**config.mk**
```make
export PLATFORM = sky130hd
export DESIGN_NAME = asc_converter_ctrl
export DESIGN_NICKNAME = d
export VERILOG_FILES = /design/src/rtl/asc_pkg.sv /design/src/rtl/asc_result_format.sv /design/src/rtl/asc_converter_ctrl.sv
export SDC_FILE = /design/constraint.sdc
export NUM_CORES = 1
export LEC_CHECK = 0
export ABC_AREA = 1
export BUFFER_PORTS_ARGS = -buffer_cell sky130_fd_sc_hd__buf_4
export CORE_AREA = 10 10 85 87
export DETAILED_ROUTE_END_ITERATION = 10
export DIE_AREA = 0 0 95 97
export PLACE_DENSITY = 0.89
export RECOVER_POWER = 100
export SLEW_MARGIN = 20
export SYNTH_ARGS = -nofsm -noshare
export SYNTH_HDL_FRONTEND = slang
export SYNTH_HIERARCHICAL = 1
export SYNTH_SLANG_ARGS = --single-unit
```
**constraint.sdc**
```tcl
create_clock -name REF_CLK -period 1.5 [get_ports REF_CLK]
set_input_delay 0 -clock REF_CLK [delete_from_list [all_inputs] [get_ports REF_CLK]]
set_output_delay 0 -clock REF_CLK [all_outputs]
set_load 0.01 [all_outputs]
```
**src/rtl/asc_pkg.sv**
```systemverilog
package asc_pkg;

   // -----------------------------------------------------------------
   // register map
   // -----------------------------------------------------------------
   localparam logic [7:0] ADDR_CTRL   = 8'h00;
   localparam logic [7:0] ADDR_CHAN   = 8'h04;
   localparam logic [7:0] ADDR_STATUS = 8'h08;
   localparam logic [7:0] ADDR_MASK   = 8'h0C;
   localparam logic [7:0] ADDR_RESULT = 8'h10;

   localparam int CTRL_ENABLE_BIT = 0;
   localparam int CTRL_START_BIT  = 1;
   localparam int CHAN_LEFT_BIT   = 0;
   localparam int CHAN_DIFF_BIT   = 1;
   localparam int STAT_DONE_BIT   = 0;
   localparam int STAT_SLEEP_BIT  = 1;
   localparam int RES_HIGH_LSB    = 8;

   localparam logic        RST_BIT  = 1'h0;
   localparam logic [9:0]  RST_CODE = 10'h000;
   localparam logic [31:0] RST_WORD = 32'h0000_0000;

   // -----------------------------------------------------------------
   // sleep modes and bus codes
   // -----------------------------------------------------------------
   localparam logic [2:0] SLEEP_IDLE  = 3'h0;
   localparam logic [2:0] SLEEP_NOISE = 3'h1;
   localparam logic [1:0] HTRANS_NONSEQ = 2'h2;

   // -----------------------------------------------------------------
   // result coding
   // -----------------------------------------------------------------
   localparam int SAMPLE_W = 12;
   localparam logic signed [SAMPLE_W-1:0] SE_MIN   = 12'sh000;
   localparam logic signed [SAMPLE_W-1:0] SE_MAX   = 12'sh3FF;
   localparam logic signed [SAMPLE_W-1:0] DIFF_MAX = 12'sh1FF;
   localparam logic signed [SAMPLE_W-1:0] DIFF_MIN = 12'shE00;
   localparam logic [9:0] CODE_ZERO     = 10'h000;
   localparam logic [9:0] CODE_SE_TOP   = 10'h3FF;
   localparam logic [9:0] CODE_DIFF_POS = 10'h1FF;
   localparam logic [9:0] CODE_DIFF_NEG = 10'h200;

   typedef enum logic [1:0] {
      ASC_IDLE  = 2'h0,
      ASC_START = 2'h1,
      ASC_WAIT  = 2'h3
   } asc_state_type;

   // clamps the array value into the 10-bit code of the selected mode
   function automatic logic [9:0] asc_sat_code(input logic signed [SAMPLE_W-1:0] v,
                                               input logic                       diff);
      logic [9:0] c;
      c = v[9:0];
      if (diff) begin
         if (v > DIFF_MAX) c = CODE_DIFF_POS;
         else if (v < DIFF_MIN) c = CODE_DIFF_NEG;
      end else begin
         if (v < SE_MIN) c = CODE_ZERO;
         else if (v > SE_MAX) c = CODE_SE_TOP;
      end
      return c;
   endfunction

endpackage

```
**src/rtl/asc_result_format.sv**
```systemverilog
`timescale 1ns/1ps
module asc_result_format
   import asc_pkg::*;
(
   input  wire logic [9:0] code,
   input  wire logic       left_adjust_select,
   output logic      [7:0] result_low_byte,
   output logic      [7:0] result_high_byte
);

   // -----------------------------------------------------------------
   // byte alignment, follows the select at once
   // -----------------------------------------------------------------
   always_comb begin
      if (left_adjust_select) begin
         result_high_byte = code[9:2];
         result_low_byte  = {code[1:0], 6'h00};
      end else begin
         result_low_byte  = code[7:0];
         result_high_byte = {6'h00, code[9:8]};
      end
   end

endmodule // asc_result_format

```
**src/rtl/asc_converter_ctrl.sv**
```systemverilog
// Decided for this implementation: the AHB-Lite register port and the register offsets.
`timescale 1ns/1ps
module asc_converter_ctrl
   import asc_pkg::*;
(
   input  wire logic                REF_CLK,
   input  wire logic                RST,
   input  wire logic                HSEL,
   input  wire logic [31:0]         HADDR,
   input  wire logic [1:0]          HTRANS,
   input  wire logic                HWRITE,
   input  wire logic [2:0]          HSIZE,
   input  wire logic [31:0]         HWDATA,
   input  wire logic                HREADY,
   output logic      [31:0]         HRDATA,
   output logic                     HREADYOUT,
   output logic                     HRESP,
   input  wire logic                CPU_HALTED,
   input  wire logic [2:0]          SLEEP_MODE,
   input  wire logic                VECTOR_ACK,
   output logic                     IRQ,
   output logic                     CONV_ENABLE,
   output logic                     SAMPLE_START,
   output logic                     SAMPLE_DIFF,
   input  wire logic                SAMPLE_DONE,
   input  wire logic [SAMPLE_W-1:0] SAMPLE_VALUE
);

   // -----------------------------------------------------------------
   // state
   // -----------------------------------------------------------------
   logic          wr_pend_reg, wr_pend_next;
   logic [7:0]    wr_addr_reg, wr_addr_next;
   logic [31:0]   hrdata_reg,  hrdata_next;
   logic          enable_reg,  enable_next;
   logic          left_reg,    left_next;
   logic          diff_reg,    diff_next;
   logic          flag_reg,    flag_next;
   logic          mask_reg,    mask_next;
   logic          sleep_reg,   sleep_next;
   logic          start_reg,   start_next;
   logic          irq_reg,     irq_next;
   logic          halted_reg;
   logic [9:0]    code_reg,    code_next;
   asc_state_type state_reg,   state_next;
   logic [7:0]    low_byte;
   logic [7:0]    high_byte;
   logic          halt_rise;
   logic          sleep_go;
   logic          sw_go;
   logic          conv_done;

   function automatic logic wr_hit(input logic pend, input logic [7:0] a,
                                   input logic [7:0] target);
      return pend && (a == target);
   endfunction

   asc_result_format u_format (
      .code               (code_reg),
      .left_adjust_select (left_reg),
      .result_low_byte    (low_byte),
      .result_high_byte   (high_byte)
   );

   // -----------------------------------------------------------------
   // ahb-lite slave, zero wait states
   // -----------------------------------------------------------------
   always_comb begin
      logic addr_phase;
      addr_phase   = HSEL && HREADY && HTRANS[1];
      wr_pend_next = addr_phase && HWRITE;
      wr_addr_next = addr_phase ? HADDR[7:0] : wr_addr_reg;
      hrdata_next  = RST_WORD;
      if (addr_phase && !HWRITE) begin
         unique case (HADDR[7:0])
            ADDR_CTRL: begin
               hrdata_next[CTRL_ENABLE_BIT] = enable_reg;
               hrdata_next[CTRL_START_BIT]  = (state_reg != ASC_IDLE);
            end
            ADDR_CHAN: begin
               hrdata_next[CHAN_LEFT_BIT] = left_reg;
               hrdata_next[CHAN_DIFF_BIT] = diff_reg;
            end
            ADDR_STATUS: begin
               hrdata_next[STAT_DONE_BIT]  = flag_reg;
               hrdata_next[STAT_SLEEP_BIT] = sleep_reg;
            end
            ADDR_MASK:   hrdata_next[STAT_DONE_BIT] = mask_reg;
            ADDR_RESULT: hrdata_next[15:0] = {high_byte, low_byte};
            default:     hrdata_next = RST_WORD;
         endcase
      end
   end

   always_ff @(posedge REF_CLK) begin
      if (RST) begin
         wr_pend_reg <= RST_BIT;
         wr_addr_reg <= 8'h00;
         hrdata_reg  <= RST_WORD;
      end else begin
         wr_pend_reg <= wr_pend_next;
         wr_addr_reg <= wr_addr_next;
         hrdata_reg  <= hrdata_next;
      end
   end

   // -----------------------------------------------------------------
   // conversion control
   // -----------------------------------------------------------------
   always_comb begin
      logic wr_ctrl;
      logic wr_stat;
      wr_ctrl    = wr_hit(wr_pend_reg, wr_addr_reg, ADDR_CTRL);
      wr_stat    = wr_hit(wr_pend_reg, wr_addr_reg, ADDR_STATUS);
      // other sleep modes leave the enable alone
      enable_next = wr_ctrl ? HWDATA[CTRL_ENABLE_BIT] : enable_reg;
      left_next   = wr_hit(wr_pend_reg, wr_addr_reg, ADDR_CHAN)
                    ? HWDATA[CHAN_LEFT_BIT] : left_reg;
      diff_next   = wr_hit(wr_pend_reg, wr_addr_reg, ADDR_CHAN)
                    ? HWDATA[CHAN_DIFF_BIT] : diff_reg;
      mask_next   = wr_hit(wr_pend_reg, wr_addr_reg, ADDR_MASK)
                    ? HWDATA[STAT_DONE_BIT] : mask_reg;
      halt_rise   = CPU_HALTED && !halted_reg;
      // only a fresh halt starts one, so a woken cpu is not re-slept
      sleep_go    = halt_rise && enable_reg && (state_reg == ASC_IDLE)
                    && ((SLEEP_MODE == SLEEP_IDLE) || (SLEEP_MODE == SLEEP_NOISE));
      sw_go       = wr_ctrl && HWDATA[CTRL_START_BIT] && enable_next
                    && (state_reg == ASC_IDLE) && !sleep_go;
      conv_done   = (state_reg == ASC_WAIT) && SAMPLE_DONE && enable_next;
      state_next  = state_reg;
      start_next  = RST_BIT;
      sleep_next  = sleep_reg;
      unique case (state_reg)
         ASC_IDLE: begin
            if (sleep_go || sw_go) begin
               state_next = ASC_START;
               start_next = RST_BIT | 1'b1;
               sleep_next = sleep_go;
            end
         end
         ASC_START: state_next = enable_next ? ASC_WAIT : ASC_IDLE;
         ASC_WAIT: begin
            // a wake from another source does not stop it
            if (SAMPLE_DONE || !enable_next) state_next = ASC_IDLE;
         end
         default: state_next = ASC_IDLE;
      endcase
      if (state_next == ASC_IDLE) sleep_next = RST_BIT;
      // one capture feeds both bytes
      code_next = conv_done ? asc_sat_code($signed(SAMPLE_VALUE), diff_reg)
                            : code_reg;
      flag_next = flag_reg;
      if (VECTOR_ACK || (wr_stat && HWDATA[STAT_DONE_BIT])) flag_next = RST_BIT;
      if (conv_done) flag_next = 1'b1;
      irq_next = flag_next && mask_next;
   end

   always_ff @(posedge REF_CLK) begin
      if (RST) begin
         enable_reg <= RST_BIT;
         left_reg   <= RST_BIT;
         diff_reg   <= RST_BIT;
         mask_reg   <= RST_BIT;
         flag_reg   <= RST_BIT;
         sleep_reg  <= RST_BIT;
         start_reg  <= RST_BIT;
         irq_reg    <= RST_BIT;
         halted_reg <= RST_BIT;
         code_reg   <= RST_CODE;
         state_reg  <= ASC_IDLE;
      end else begin
         enable_reg <= enable_next;
         left_reg   <= left_next;
         diff_reg   <= diff_next;
         mask_reg   <= mask_next;
         flag_reg   <= flag_next;
         sleep_reg  <= sleep_next;
         start_reg  <= start_next;
         irq_reg    <= irq_next;
         halted_reg <= CPU_HALTED;
         code_reg   <= code_next;
         state_reg  <= state_next;
      end
   end

   // -----------------------------------------------------------------
   // outputs
   // -----------------------------------------------------------------
   assign HRDATA       = hrdata_reg;
   assign HREADYOUT    = 1'b1;
   assign HRESP        = 1'b0;
   assign IRQ          = irq_reg;
   assign CONV_ENABLE  = enable_reg;
   assign SAMPLE_START = start_reg;
   assign SAMPLE_DIFF  = diff_reg;
endmodule // asc_converter_ctrl

```
==> Implementation_results.wiki, run 1 <==
{| class="wikitable"
! Metric !! Value
|-
| Final RePlAce weighted congestion || 0.831
|-
| Worst hold stages || 3
|-
| Synth Area per Inst || 6.71 um2
|-
| Max-Cap Viols || 0
|-
| Metal3 WL || 516 um
|-
| Synth area leader || sky130_fd_sc_hd__dfxtp_1
|-
| Number of inserted diodes || 0
|-
| Final std cells w/o fill || 496
|-
| Combined area of all synthesized cells || 2420 um2
|-
| Std cell rows || 27
|-
| Launching element of the worst setup path || wr_addr_reg[5]
|-
| Standby leakage power || 1.42 nW
|-
| Routed length on met2 || 2490 um
|-
| Number of standard cells after synthesis || 361
|-
| Sequential fraction of design power || 55.9%
|-
| Clock-pin transition on the worst setup and hold timing paths || 0.08 ns
|-
| Crit path kind || reg -> reg
|-
| Primary FF master, synth || sky130_fd_sc_hd__dfxtp_1
|-
| Netlist cell types || 29
|-
| Top-count cell post-synth || sky130_fd_sc_hd__inv_1
|-
| Total gr overflow || 0
|-
| Overall Global Routing Usage || 11.6%
|-
| Hold Crit Class || in -> reg
|-
| Tcrit/Tclk final || 94.4%
|-
| Max reg flops || 16
|-
| Buffers added on ports || 52
|-
| Top cells by count, synth || 73 x sky130_fd_sc_hd__inv_1, 72 x sky130_fd_sc_hd__nand2_1, 55 x sky130_fd_sc_hd__nor2_1, 46 x sky130_fd_sc_hd__dfxtp_1, 20 x sky130_fd_sc_hd__o21ai_0
|-
| Number of CTS-inserted buffers || 5
|-
| Kind of end point of the critical path || flip-flop
|-
| Count of endpoints failing setup in the final report || 0
|-
| Number of synthesis warnings || 6
|-
| Vias in the first global route || 2167
|-
| Comb power frac || 11.7%
|-
| Number of DRC markers after the initial detailed-route iteration || 111
|-
| Die Height || 97 um
|-
| I/O pin cnt || 130
|-
| Main area contributors after synthesis || sky130_fd_sc_hd__dfxtp_1 38%, sky130_fd_sc_hd__inv_1 11%, sky130_fd_sc_hd__nand2_1 11%, sky130_fd_sc_hd__nor2_1 8.5%, sky130_fd_sc_hd__buf_4 5.6%
|-
| Net switching component of the power || 0.546 mW
|-
| Via/cell ratio || 4.27
|-
| Clock Skew || 0.00581 ns
|-
| Final worst setup slack || 0.0833 ns
|-
| PD cells || 760 nW/um2
|-
| Horiz. Die Dim || 95 um
|-
| Root Driver || sky130_fd_sc_hd__clkbuf_8
|-
| Met1 layer wirelength in the final routing || 2320 um
|-
| Number of synthesized register bits || 46
|-
| Max H-tree Level || 2
|-
| Worst reg-to-reg path cell count || 9
|-
| Fraction of final layout cells sized beyond drive strength 1 || 18.9%
|-
| Post-Route Utilization || 53.5%
|-
| Die Footprint || 9220 um2
|-
| Worst voltage drop across the vdd grid || 0.000390 V
|-
| Largest net degree at the start of global routing || 24
|-
| Number of flops mapped to enable cells by yosys || 0
|-
| Internal power consumption || 1.68 mW
|-
| Area grow syn2layout || 20.9%
|-
| Area share of the largest cell type after synthesis || 38.0%
|-
| Required time of the critical path || 1.70 ns
|-
| Clock power share || 32.4%
|-
| WL per Instance || 11.0 um
|-
| CTS tree || done
|-
| Clk_lat worst skew || 0.30 ns
|-
| Number of nets in the final layout || 515
|-
| Total Wirelength || 5440 um
|-
| Core footprint || 5470 um2
|-
| Sequential cell area fraction in the yosys report || 38.0%
|-
| DRC || 0
|-
| Initial core utilization || 44.3%
|-
| Critical Path Start Type || flip-flop
|-
| Fmax achieved || 706 MHz
|-
| Bufs on Longest Clock Path || 2
|-
| Share of async-settable or async-resettable flops after synthesis || 0%
|-
| Number of sinks handled by clock tree synthesis || 46
|-
| Wire length of the first global-routing pass || 9000 um
|-
| Antenna violations before repair || 0
|-
| Max Transition Viols Final || 0
|-
| Total count of hold-check failures in the final report || 0
|-
| Half-perimeter wire length after detailed placement || 4130 um
|-
| Setup Slack @ Placement || 0.0808 ns
|-
| Launch point of the worst hold path || HADDR[0]
|-
| Net Sw Frac || 24.5%
|-
| Critical-path maximum fanout || 10
|-
| Unrepaired setup endpoints after global routing || yes
|-
| Topmost layer with routed signal wires || met4
|-
| Antenna Violating Nets Remaining || 0
|-
| Status || complete, no violations
|-
| Worst R2R Start || wr_addr_reg[5]
|-
| Total placed cells including tap cells || 480
|-
| Length of the first detailed-routing pass in iterations || 4
|-
| Period minus WS final || 1.42 ns
|-
| Via count || 2120
|-
| Endpoint arrival time on the critical path || 1.61 ns
|}
[cells in the final DEF (no fill, tap or decap), drive strengths merged]
cell and n:
nand3 9, or2 1, clkinv 2, and2 1, dlygate4sd3 5, nand2 87
a21oi 13, nor2 62, inv 73, a21boi 1, o21ai 22, nand4 9
nor3 4, nor3b 3, o21bai 1, dfxtp 46, clkbuf 25, conb 18
buf 42
[metrics by stage]
stage | power, mW | cell area [um2] | setup TNS, ns | hold WS, ns
finish | 2.23 | 2930 | 0 | 0.00513
global route | 2.33 | 2930 | -0.138 | 0.0123
CTS | 2.22 | 2950 | 0 | 0.000666
detailed placement | 1.50 | 2810 | 0 | 0.232
global placement | 1.49 | 2810 | 0 | 0.217
floorplan | 1.44 | 2480 | 0 | 0.0716
[critical path, cell delays in order, from the launching register on]
cell	delay, ns
sky130_fd_sc_hd__dfxtp_1	0.32
sky130_fd_sc_hd__nor2_1	0.12
sky130_fd_sc_hd__nand2_2	0.09
sky130_fd_sc_hd__nor2_4	0.16
sky130_fd_sc_hd__nand2_2	0.08
sky130_fd_sc_hd__nand2_4	0.09
sky130_fd_sc_hd__nand3_4	0.11
sky130_fd_sc_hd__buf_12	0.17
sky130_fd_sc_hd__nor2_1	0.13
sky130_fd_sc_hd__nor2_2	0.05
[area by class of cell]
cell class              count  area (um2)
fillers                   521        2540
multi-input cells         231        1090
flip-flops and latches     46         922
repair buffers             66         470
inverters                  73         274
well taps                  72        90.1
clock buffers               6        72.6
clock inverters             2        13.8
[power groups by stage]
stage	registers (mW)	clock network [mW]	logic (mW)
finish	1.24	0.722	0.260
global route	1.25	0.797	0.291
CTS	1.24	0.737	0.242
detailed placement	1.27	0	0.230
global placement	1.27	0	0.222
floorplan	1.27	0	0.166
[kinds of logic (layout without fill, tap and decap cells)]
family          after synthesis  after routing  synth area share, %
other cells                   2             18                0.310
compound gates               37             37                 8.16
flops                        46             46                 38.0
buf+inv                     100            147                 20.1
simple gates                176            176                 33.5
[what timing repair did]
item	CTS	global route
gates resized for setup	0	3
hold buffers	5	0
endpoints found under the hold margin	8	0
endpoints found under the setup margin	0	12
buffers inserted	0	2
[path summary, 6_finish.rpt]
path                                        to  slack, ns
worst max-delay path               code_reg[6]       0.08
worst min-delay path            wr_addr_reg[0]      0.005
worst max register to register     code_reg[6]       0.08
worst min register to register  wr_addr_reg[7]       0.45
[routing by layer]
metal | up-vias | GRT usage (%)
li1 | 1161 | -
met1 | 892 | 12.1
met2 | 57 | 20.0
met3 | 10 | 5.01
met4 | 0 | 4.12
met5 | - | 0
(Power assumes the default switching activity.)
==> run 2: changes to the inputs <==
- ABC_AREA: 1 -> default
- CORE_AREA: 10 10 85 87 -> 10 10 84 86
- DIE_AREA: 0 0 95 97 -> 0 0 94 96
==> run 2 against run 1 <==
The flow now finishes with violations (negative setup slack). Cell count is 14% lower. Via count is 9.7% higher. First-iteration DRC count grew to 2.7 times the previous value.
==> Implementation_results.wiki, run 2 <==
{| class="wikitable"
! Metric !! Value
|-
| Status || finished with violations
|-
| Violated checks || negative setup slack
|-
| Portion of netlist area occupied by mux cells || 5.26%
|-
| Total Wirelength || 7210 um
|-
| Bufs on Longest Clock Path || 2
|-
| Endpoint arrival time on the critical path || 2.06 ns
|-
| Final std cells w/o fill || 429
|-
| Horiz. Die Dim || 94 um
|-
| WL per Instance || 16.8 um
|-
| Number of DRC markers after the initial detailed-route iteration || 301
|-
| Worst R2R Start || wr_addr_reg[6]
|-
| Max Transition Viols Final || 0
|-
| Total gr overflow || 0
|-
| Compound-Gate Fraction of Synth Area || 13.6%
|-
| Largest net degree at the start of global routing || 30
|-
| Area share of the largest cell type after synthesis || 39.9%
|-
| Required time of the critical path || 1.73 ns
|-
| Share of async-settable or async-resettable flops after synthesis || 0%
|-
| Footprint of the multi-input gates || 1440 um2
|-
| Clock Skew || 0.0122 ns
|-
| Max reg flops || 16
|-
| Synth Area per Inst || 8.36 um2
|-
| Clock-pin transition on the worst setup and hold timing paths || 0.09 ns
|-
| Number of CTS-inserted buffers || 5
|-
| Std cell rows || 27
|-
| Max H-tree Level || 2
|-
| Setup Slack @ Placement || -0.252 ns
|-
| Post-synthesis share of cell area spent on xor and xnor gates || 0%
|-
| Combined area of all synthesized cells || 2310 um2
|-
| I/O pin cnt || 130
|-
| Capture instance of the worst register-to-register path || code_reg[2]
|-
| Dominant combinational cell family by area after synthesis || simple AND/OR/NAND/NOR gates
|-
| Number of flops mapped to enable cells by yosys || 0
|-
| Netlist cell types || 38
|-
| Count of endpoints failing setup in the final report || 20
|-
| Tcrit/Tclk final || 122%
|-
| Post-Route Utilization || 62.8%
|-
| Most frequent cells in the layout || 70 x sky130_fd_sc_hd__buf_4, 43 x sky130_fd_sc_hd__dfxtp_1, 26 x sky130_fd_sc_hd__nand2_1, 25 x sky130_fd_sc_hd__a21oi_1, 20 x sky130_fd_sc_hd__and2_1
|-
| Via count || 2325
|-
| Number of nets in the final layout || 448
|-
| Unrepaired setup endpoints after global routing || yes
|-
| Fill cell instance count of the final layout || 445
|-
| Number of sinks handled by clock tree synthesis || 46
|-
| Wire length of the first global-routing pass || 10900 um
|-
| Half-perimeter wire length after detailed placement || 4540 um
|-
| Buffers added on ports || 52
|-
| Launch point of the worst hold path || VECTOR_ACK
|-
| Setup slack of the worst register-to-register path || -0.33 ns
|-
| WHS Endpoint || IRQ
|-
| Number of standard cells after synthesis || 276
|-
| Number of inserted diodes || 0
|-
| Total placed cells including tap cells || 406
|-
| Final RePlAce weighted congestion || 0.856
|-
| Length of the first detailed-routing pass in iterations || 5
|-
| Worst voltage drop across the vdd grid || 0.000662 V
|-
| Area grow syn2layout || 47.1%
|-
| Worst hold slack across all endpoints || 0.0147 ns
|-
| Critical Path Start Type || flip-flop
|-
| Standby leakage power || 1.36 nW
|-
| Top-count cell post-synth || sky130_fd_sc_hd__dfxtp_1
|-
| Overall power after layout || 2.63 mW
|-
| Die Footprint || 9020 um2
|-
| DRC || 0
|-
| Number of synthesis warnings || 6
|-
| Overall Global Routing Usage || 14.9%
|-
| Clk_lat worst skew || 0.30 ns
|-
| Total count of hold-check failures in the final report || 0
|-
| Share of synthesized cell area in and, or, nand and nor gates || 30.0%
|-
| Core footprint || 5410 um2
|-
| Kind of end point of the critical path || flip-flop
|-
| Area share of fa/ha/maj cells after synthesis || 0%
|-
| Vias in the first global route || 2233
|-
| Seq. cell area || 925 um2
|-
| Initial core utilization || 42.7%
|-
| PD cells || 776 nW/um2
|-
| Die Height || 96 um
|-
| Worst hold stages || 3
|-
| Main area contributors after synthesis || sky130_fd_sc_hd__dfxtp_1 40%, sky130_fd_sc_hd__a21oi_1 6.5%, sky130_fd_sc_hd__buf_4 5.9%, sky130_fd_sc_hd__and2_1 5.7%, sky130_fd_sc_hd__nand3_1 5.0%
|-
| Root Driver || sky130_fd_sc_hd__clkbuf_8
|-
| Sequential cell area fraction in the yosys report || 39.9%
|-
| Crit path kind || reg -> reg
|-
| Primary FF master, synth || sky130_fd_sc_hd__dfxtp_1
|-
| Worst reg-to-reg path cell count || 6
|-
| CTS tree || done
|-
| Top cells by count, synth || 46 x sky130_fd_sc_hd__dfxtp_1, 30 x sky130_fd_sc_hd__a21oi_1, 26 x sky130_fd_sc_hd__nand2_1, 23 x sky130_fd_sc_hd__nand3_1, 21 x sky130_fd_sc_hd__and2_1
|-
| Number of synthesized register bits || 46
|-
| Antenna Violating Nets Remaining || 0
|-
| Synth area leader || sky130_fd_sc_hd__dfxtp_1
|-
| Period minus WS final || 1.83 ns
|-
| Hold Crit Class || in -> reg
|-
| Via/cell ratio || 5.42
|-
| Critical-path maximum fanout || 5
|-
| Max-Cap Viols || 0
|-
| Fmax achieved || 547 MHz
|-
| Final worst setup slack || -0.327 ns
|-
| Fraction of final layout cells sized beyond drive strength 1 || 38.7%
|-
| Most frequent standard cell in the layout excluding fill and tap cells || sky130_fd_sc_hd__buf_4
|-
| Antenna violations before repair || 0
|}
## run 2: cell count changes in the layout (fill, tap and decap cells not counted), moves of 8 or more
| cell | before | now |
|---|---|---|
| sky130_fd_sc_hd__o21ai_0 | 20 | 1 |
| sky130_fd_sc_hd__nand2_1 | 72 | 26 |
| sky130_fd_sc_hd__nor2b_1 | 0 | 8 |
| sky130_fd_sc_hd__buf_6 | 0 | 8 |
| sky130_fd_sc_hd__nand2_2 | 13 | 0 |
| sky130_fd_sc_hd__nor2_1 | 54 | 18 |
| sky130_fd_sc_hd__buf_4 | 41 | 70 |
| sky130_fd_sc_hd__a21oi_1 | 13 | 25 |
| sky130_fd_sc_hd__and2_1 | 1 | 20 |
| sky130_fd_sc_hd__nand3_1 | 7 | 15 |
| sky130_fd_sc_hd__clkbuf_1 | 19 | 3 |
| sky130_fd_sc_hd__inv_1 | 73 | 4 |
## run 2: power breakdown
part           internal, mW  total, mW  switching [mW]  leakage, nW
sequential             1.23       1.24         0.00682        0.373
clock                 0.667       1.09           0.422       0.0683
combinational         0.139      0.308           0.169        0.918
## run 2: worst max-delay path by stage
stage / start / slack, ns / cells past startpoint / endpoint
detailed placement: wr_addr_reg[6] / -0.25 / 6 / code_reg[0]
finish: wr_addr_reg[6] / -0.33 / 6 / code_reg[2]
global route: wr_addr_reg[6] / -0.34 / 6 / code_reg[2]
floorplan: wr_addr_reg[6] / -0.26 / 5 / IRQ
CTS: wr_addr_reg[5] / -0.28 / 7 / code_reg[0]
global placement: wr_addr_reg[5] / -0.21 / 5 / sleep_reg
## run 2: final cells by class
class | count | area share, %
multi-input cells | 204 | 42.6
repair buffers | 95 | 23.0
clock inverters | 3 | 2.03
clock buffers | 5 | 2.03
flip-flops and latches | 46 | 27.2
inverters | 4 | 0.442
well taps | 72 | 2.65
## run 2: per-layer routing
layer | global-route usage (%) | wire length (um) | vias up | share of wire, %
met5 | 0 | 0 | - | 0
met4 | 5.57 | 119 | 0 | 1.7
met3 | 4.51 | 542 | 14 | 7.5
met2 | 25.9 | 3710 | 121 | 51
met1 | 16.9 | 2840 | 1102 | 39
li1 | - | - | 1088 | -
## run 2: through the flow
step	area [um2]	setup TNS (ns)
5_1_grt	3390	-5.71
3_3_place_gp	2930	-3.24
4_1_cts	3310	-4.24
6_report	3390	-4.98
3_5_place_dp	2930	-3.99
2_1_floorplan	2440	-3.42
## run 2: cell families (layout without fill, tap and decap cells)
logic type | Yosys count | after routing
other | 2 | 18
muxes | 10 | 10
and+or+nand+nor | 128 | 128
AOI/OAI and AO/OA | 48 | 48
buffers and inverters | 42 | 107
DFF | 46 | 46
## run 2: timing repair
action	in CTS	in global routing
pin swaps	12	12
endpoints found under the hold margin	10	0
cloned	1	0
resized for setup	20	24
hold buffers	10	0
setup endpoints to repair	20	34
buffers inserted	4	2
## run 2: worst max-delay path, stage by stage (launching register included)
cell                      delay [ns]
sky130_fd_sc_hd__dfxtp_2        0.33
sky130_fd_sc_hd__or4_4          0.57
sky130_fd_sc_hd__buf_6          0.15
sky130_fd_sc_hd__o31ai_4        0.27
sky130_fd_sc_hd__buf_6          0.20
sky130_fd_sc_hd__nand3_4        0.09
sky130_fd_sc_hd__a21oi_2        0.16
